===== src/gpio_pwm_defines.svh =====
/*
 Register indices, field positions, reset values and tick dividers
 for the pin one PWM generator. Included by the design module.
*/
`ifndef GPIO_PWM_DEFINES_SVH
`define GPIO_PWM_DEFINES_SVH
`define LL_CFG_IDX   8'h51
`define LH_CFG_IDX   8'h52
`define CTRL_IDX     8'h60
`define LL_CFG_RST   16'h007F
`define LH_CFG_RST   16'h3F80
`define CTRL_RST     2'h0
`define TB_MSB       15
`define TB_LSB       14
`define HC_MSB       13
`define HC_LSB       7
`define LC_MSB       6
`define LC_LSB       0
`define CTRL_DIR     0
`define CTRL_LEVEL   1
`define TB_DIV16_M1  10'h00F
`define TB_DIV64_M1  10'h03F
`define TB_DIV256_M1 10'h0FF
`define TB_DIV1K_M1  10'h3FF
`endif


===== src/gpio_pwm_pkg.sv =====
/*
 Types for the pin one PWM generator.
 Assumes nothing of its surroundings.
*/
package gpio_pwm_pkg;
	typedef enum logic [1:0] {
		PH_STATIC = 2'b00,
		PH_HIGH   = 2'b01,
		PH_LOW    = 2'b10
	} phase_e;

	typedef struct packed {
		logic [6:0] high;
		logic [6:0] low;
	} count_s;
endpackage : gpio_pwm_pkg


===== src/gpio_low_level_pwm.sv =====
/*
 PWM generator for general pin one with AHB-Lite register slave.
 Assumes one AHB-Lite master, word accesses, and a pad that takes
 pinOut while pinOe is high.
*/
// The AHB-Lite interface to the registers was decided locally.
`timescale 1ns/1ps
`include "gpio_pwm_defines.svh"

// Notes on behaviour
// - Tick every 16, 64, 256 or 1024 clocks by tick-select code.
// - Waveform runs from the tick only while the pin is an output.
// - The same tick goes out to the pin's PWM encoder.
// - Low drive level gives the low-level waveform, not a constant low.
// - Period is high count plus low count, times the tick interval.
// - High phase lasts high-count ticks, field bits 13 to 7.
// - Low phase lasts low-count ticks, field bits 6 to 0.
// - Zero high count gives a static low.
// - Zero low count with nonzero high count gives a static high.
// - Both counts zero give a static low.
// - Low-level config at index 51h resets to 007Fh, static low.
// - High drive level uses the companion counts, same time base.
module gpio_low_level_pwm
	import gpio_pwm_pkg::*;
(
	input  wire logic        core_clk,
	input  wire logic        reset,
	input  wire logic        clkEn,
	input  wire logic        hsel,
	input  wire logic [31:0] haddr,
	input  wire logic [1:0]  htrans,
	input  wire logic        hwrite,
	input  wire logic [2:0]  hsize,
	input  wire logic [31:0] hwdata,
	input  wire logic        hready,
	output logic             hreadyout,
	output logic [31:0]      hrdata,
	output logic             hresp,
	output logic             pinOut,
	output logic             pinOe,
	output logic             encoderTick
);
	logic [15:0] cfgLow;
	logic [15:0] cfgHigh;
	logic [1:0]  ctrl;
	logic        wrPend;
	logic [7:0]  wrIdx;
	logic [15:0] next_cfgLow;
	logic [15:0] next_cfgHigh;
	logic [1:0]  next_ctrl;
	logic        next_wrPend;
	logic [7:0]  next_wrIdx;
	logic [31:0] next_hrdata;
	logic        addrTake;
	logic        mapped;
	logic [9:0]  tickCnt;
	logic [9:0]  next_tickCnt;
	logic [9:0]  divM1;
	logic        tick;
	phase_e      phase;
	phase_e      next_phase;
	logic [6:0]  phaseCnt;
	logic [6:0]  next_phaseCnt;
	count_s      act;
	count_s      next_act;
	count_s      selCnt;
	logic        selWave;
	logic        next_pinOut;
	logic        next_pinOe;

	// Stall only while the clock enable holds the block
	assign hreadyout = clkEn;
	assign hresp     = 1'b0;
	assign addrTake  = hsel && htrans[1] && hready && clkEn;
	assign mapped    = (haddr[31:10] == 22'h000000);

	// Register file and read data
	always_comb
	begin
		next_cfgLow  = cfgLow;
		next_cfgHigh = cfgHigh;
		next_ctrl    = ctrl;
		if (wrPend)
		begin
			unique case (wrIdx)
				`LL_CFG_IDX: next_cfgLow = hwdata[15:0];
				`LH_CFG_IDX: next_cfgHigh = {2'b00, hwdata[13:0]};
				`CTRL_IDX:   next_ctrl = hwdata[1:0];
				default:     next_ctrl = ctrl;
			endcase
		end
		next_wrPend = addrTake && hwrite && mapped;
		next_wrIdx  = haddr[9:2];
		next_hrdata = 32'h00000000;
		if (addrTake && !hwrite && mapped)
		begin
			unique case (haddr[9:2])
				`LL_CFG_IDX: next_hrdata = {16'h0000, next_cfgLow};
				`LH_CFG_IDX: next_hrdata = {16'h0000, next_cfgHigh};
				`CTRL_IDX:
					next_hrdata = {23'h000000, pinOut, 2'b00,
						phase, 2'b00, next_ctrl};
				default:     next_hrdata = 32'h00000000;
			endcase
		end
	end

	always_ff @(posedge core_clk)
	begin
		if (reset)
		begin
			cfgLow  <= `LL_CFG_RST;
			cfgHigh <= `LH_CFG_RST;
			ctrl    <= `CTRL_RST;
			wrPend  <= 1'b0;
			wrIdx   <= 8'h00;
			hrdata  <= 32'h00000000;
		end
		else if (clkEn)
		begin
			cfgLow  <= next_cfgLow;
			cfgHigh <= next_cfgHigh;
			ctrl    <= next_ctrl;
			wrPend  <= next_wrPend;
			wrIdx   <= next_wrIdx;
			hrdata  <= next_hrdata;
		end
	end

	// Time base
	always_comb
	begin
		unique case (cfgLow[`TB_MSB:`TB_LSB])
			2'b00: divM1 = `TB_DIV16_M1;
			2'b01: divM1 = `TB_DIV64_M1;
			2'b10: divM1 = `TB_DIV256_M1;
			2'b11: divM1 = `TB_DIV1K_M1;
		endcase
	end

	// Compare with >= so a shorter base never runs to wrap
	assign tick = (tickCnt >= divM1);
	assign next_tickCnt = tick ? 10'h000 : 10'(tickCnt + 10'h001);
	assign encoderTick = tick && clkEn;

	// Drive level picks the count set
	always_comb
	begin
		if (ctrl[`CTRL_LEVEL])
		begin
			selCnt.high = cfgHigh[`HC_MSB:`HC_LSB];
			selCnt.low  = cfgHigh[`LC_MSB:`LC_LSB];
		end
		else
		begin
			selCnt.high = cfgLow[`HC_MSB:`HC_LSB];
			selCnt.low  = cfgLow[`LC_MSB:`LC_LSB];
		end
	end

	assign selWave = (selCnt.high != 7'h00) && (selCnt.low != 7'h00);

	// Phase sequencer
	always_comb
	begin
		next_phase    = phase;
		next_phaseCnt = phaseCnt;
		next_act      = act;
		if (!ctrl[`CTRL_DIR])
		begin
			next_phase    = PH_STATIC;
			next_phaseCnt = 7'h00;
			next_act      = selCnt;
		end
		else
		begin
			unique case (phase)
				PH_STATIC:
				begin
					next_act = selCnt;
					if (tick && selWave)
					begin
						next_phase    = PH_HIGH;
						next_phaseCnt = 7'h00;
					end
				end
				PH_HIGH:
				begin
					if (tick && phaseCnt == 7'(act.high - 7'h01))
					begin
						next_phase    = PH_LOW;
						next_phaseCnt = 7'h00;
					end
					else if (tick)
						next_phaseCnt = 7'(phaseCnt + 7'h01);
				end
				PH_LOW:
				begin
					if (tick && phaseCnt == 7'(act.low - 7'h01))
					begin
						next_act      = selCnt;
						next_phaseCnt = 7'h00;
						next_phase    = selWave ? PH_HIGH : PH_STATIC;
					end
					else if (tick)
						next_phaseCnt = 7'(phaseCnt + 7'h01);
				end
				default: next_phase = PH_STATIC;
			endcase
		end
	end

	// Pin level from the coming phase
	always_comb
	begin
		next_pinOe = ctrl[`CTRL_DIR];
		if (!ctrl[`CTRL_DIR])
			next_pinOut = 1'b0;
		else if (next_phase == PH_HIGH)
			next_pinOut = 1'b1;
		else if (next_phase == PH_LOW)
			next_pinOut = 1'b0;
		else
			next_pinOut = (next_act.high != 7'h00) &&
				(next_act.low == 7'h00);
	end

	always_ff @(posedge core_clk)
	begin
		if (reset)
		begin
			tickCnt  <= 10'h000;
			phase    <= PH_STATIC;
			phaseCnt <= 7'h00;
			act      <= '0;
			pinOut   <= 1'b0;
			pinOe    <= 1'b0;
		end
		else if (clkEn)
		begin
			tickCnt  <= next_tickCnt;
			phase    <= next_phase;
			phaseCnt <= next_phaseCnt;
			act      <= next_act;
			pinOut   <= next_pinOut;
			pinOe    <= next_pinOe;
		end
	end
endmodule : gpio_low_level_pwm


===== config.mk =====
export PLATFORM = sky130hd
export DESIGN_NAME = gpio_low_level_pwm
export DESIGN_NICKNAME = d
export VERILOG_FILES = /design/src/gpio_pwm_pkg.sv /design/src/gpio_low_level_pwm.sv
export VERILOG_INCLUDE_DIRS = /design/src
export SDC_FILE = /design/constraint.sdc
export NUM_CORES = 1
export LEC_CHECK = 0
export ABC_AREA = 1
export BUFFER_PORTS_ARGS = -buffer_cell sky130_fd_sc_hd__buf_2
export CORE_MARGIN = 2
export CORE_UTILIZATION = 56
export DETAILED_ROUTE_END_ITERATION = 12
export PLACE_DENSITY = 0.92
export SLEW_MARGIN = 20
export SYNTH_ARGS = -nofsm -noshare
export SYNTH_HDL_FRONTEND = slang
export SYNTH_SLANG_ARGS = --single-unit

===== constraint.sdc =====
create_clock -name core_clk -period 3 [get_ports core_clk]
set_input_delay 0.45 -clock core_clk [delete_from_list [all_inputs] [get_ports core_clk]]
set_output_delay 0.45 -clock core_clk [all_outputs]
set_load 0.02 [all_outputs]

==> run metrics <==
Setup Buffers After CTS 0; Syn. warnings 0; peak supply drop 0.000317 V; number of global-route vias before repair 5576; crit-path cells inv_1, ha_1, nand2_1, inv_1, o21bai_1, nand4_4, buf_4, inv_1, nor2_1, buf_2; post-synthesis sequential area ratio 32.1%; worst-margin pin slew 707 ps; register bit total from synthesis 94; Crit Path Max Fanout 11; DRT antenna net count 0; hold crit path type input pin to register; Top delay family on crit path buffers and inverters; CTS tree yes; Worst Path Required 2550 ps; largest net degree at the start of global routing 40; Crit path top cell by count inv_1; Hold Vio Cnt, Final 0; sum of buffers and inverters on the critical path 5; hpwl dp 11.1 mm; Setup-failing EPs final 0; WL/cell 14.1 um; Layout area overhead 10.6%; DR vias 6186; grt ovf 0; setup TNS 0 ps; predominant post-synthesis flop cell dfxtp_1; Area contributors post-synth dfxtp_1 32%, nand2_1 14%, o21ai_0 5.9%, inv_1 5.4%, a21oi_1 4.9%; Hold Slack 299 ps; delay of the slowest critical-path stage 400 ps; Commonest cells post-synth 221 x nand2_1, 94 x dfxtp_1, 85 x inv_1; initial antenna violation count 0; final wirelength 15.3 mm; status completed; Worst Setup End Kind output port; final worst-path cycle share 94.5%; cell row count 37; total core area 10200 um^2; crit path DAT 2380 ps; num ports 112; Clock Pin Slew Worst Setup and Hold Paths 110 ps; EDFF count, synth 0; Clk Latency, worst-skew pair 380 ps; clock sinks 94; Nets 1030; via/cell ratio 5.72; gp weighted congestion 0.914; Rel. slew slack 52.4%; Post-Synthesis Cells 881; Worst Path Class, Setup register to output port; Starting Density 57.3%; layout cells sized above 1 14.5%; most common cell in the netlist nand2_1; Synth cell types 51; leakage power 3.06 nW; diodes inserted 0; Num CTS Buffers 9; first-pass GRT wire length 25.3 mm; area share of the largest cell type after synthesis 32.1%; htree depth 3; Final min period 2830 ps; Total Routing Usage GR 27.5%; syn avg cell area 6.65 um^2; Root Buffer clkbuf_8; Synth area leader dfxtp_1; die area 11300 um^2; Max Freq 353 MHz; RSZ-0062 raised after global routing no; Die H 106 um; max-slew violation count 0; DR pass1 iterations 6; Die Width 106 um; Max-Cap Viols 0; cell area after synthesis 5860 um^2; Worst path slowest cell dfxtp_1; clk_skew 13.2 ps; DRC Markers 0; drt initial violations 500; Port Buffers 72; Clock Path Buffers 2; CP startpoint kind register; pwr/cell area 422 nW/um^2; post-synthesis async set-or-reset flop share 0%
==> stage by stage <==
stage / instances / total power, mW / utilization [%] / setup slack, ps / instance area [um^2]
global placement: 1066 / 1.87 / 61.3 / 439 / 6270
detailed placement: 1066 / 1.88 / 61.3 / 345 / 6270
CTS: 1082 / 2.73 / 63.2 / 41.1 / 6460
global route: 1082 / 2.87 / 63.3 / 16.6 / 6480
finish: 1082 / 2.73 / 63.3 / 166 / 6480
floorplan: 897 / 1.75 / - / 823 / 5920
==> state kept, by name, summed over array words and instances, names as in the netlist, 2 cells and up <==
| register | flops |
|---|---|
| phaseCnt | 7 |
| phase | 2 |
| cfgHigh | 16 |
| ctrl | 2 |
| wrIdx | 8 |
| act | 14 |
| hrdata | 16 |
| cfgLow | 16 |
| tickCnt | 10 |
==> tightest hold or removal path, stage by stage <==
cell	delay, ps
buf_2	90
nor2_1	40
nor2_1	80
==> cell type report <==
type / instances / area (um^2)
flip-flops and latches: 94 / 1880
clock inverters: 7 / 72.6
repair buffers: 94 / 526
clock buffers: 9 / 124
inverters: 94 / 353
well taps: 136 / 170
fillers: 906 / 3750
multi-input cells: 648 / 3350
==> cells by family (layout without fill, tap and decap cells) <==
kind of cell	count (synthesis)	count (layout)	synth area share (%)
compound gates	195	195	19.1
simple gates	395	395	29.5
xor+xnor	17	17	2.54
buf+inv	155	204	12.0
other cells	1	17	0.0640
fa+ha+maj	14	14	2.99
flops	94	94	32.1
mux	10	10	1.75
==> metal layers <==
| metal | track usage [%] | wire length, um | vias up |
|---|---|---|---|
| li1 | - | - | 3028 |
| met1 | 35.0 | 6290 | 2789 |
| met2 | 45.4 | 7210 | 329 |
| met3 | 4.84 | 1340 | 40 |
| met4 | 12.8 | 468 | 0 |
| met5 | 0 | 0 | - |
==> cells in the final DEF (no fill, tap or decap), types with 3 or more instances in the layout <==
| cell | n |
|---|---|
| nand2_1 | 221 |
| nand4_1 | 22 |
| mux2i_1 | 8 |
| dfxtp_1 | 93 |
| o21ai_0 | 69 |
| nor2_2 | 4 |
| buf_2 | 72 |
| a211oi_1 | 6 |
| nand3_1 | 49 |
| nor3_1 | 11 |
| nor2_1 | 63 |
| buf_4 | 22 |
| o21ai_1 | 13 |
| xor2_1 | 14 |
| a221oi_1 | 6 |
| nor4_1 | 8 |
| a21oi_1 | 57 |
| nor3b_1 | 3 |
| xnor2_1 | 3 |
| ha_1 | 13 |
| clkbuf_8 | 9 |
| inv_1 | 85 |
| o22ai_1 | 17 |
| inv_2 | 5 |
| o211ai_1 | 16 |
| conb_1 | 17 |
| clkinv_1 | 4 |
==> power by group <==
group / internal (mW) / switching, mW
Clock: 0.328 / 0.533
Combinational: 0.185 / 0.347
Sequential: 1.30 / 0.0459
==> final timing paths <==
path         cells past startpoint           to  slack, ps  startpoint
min reg2reg                      2    hrdata[5]        470   hrdata[5]
min                              3     wrIdx[3]        300    haddr[5]
max reg2reg                     17       pinOut        350      act[0]
max                             10  encoderTick        170  cfgLow[15]
==> timing repair <==
action / 4_1_cts / 5_1_grt
hold buffers: 0 / 0
setup endpoints to repair: 0 / 2
gates resized for setup: 0 / 4
No activity file was read; power rests on OpenSTA's default activity.
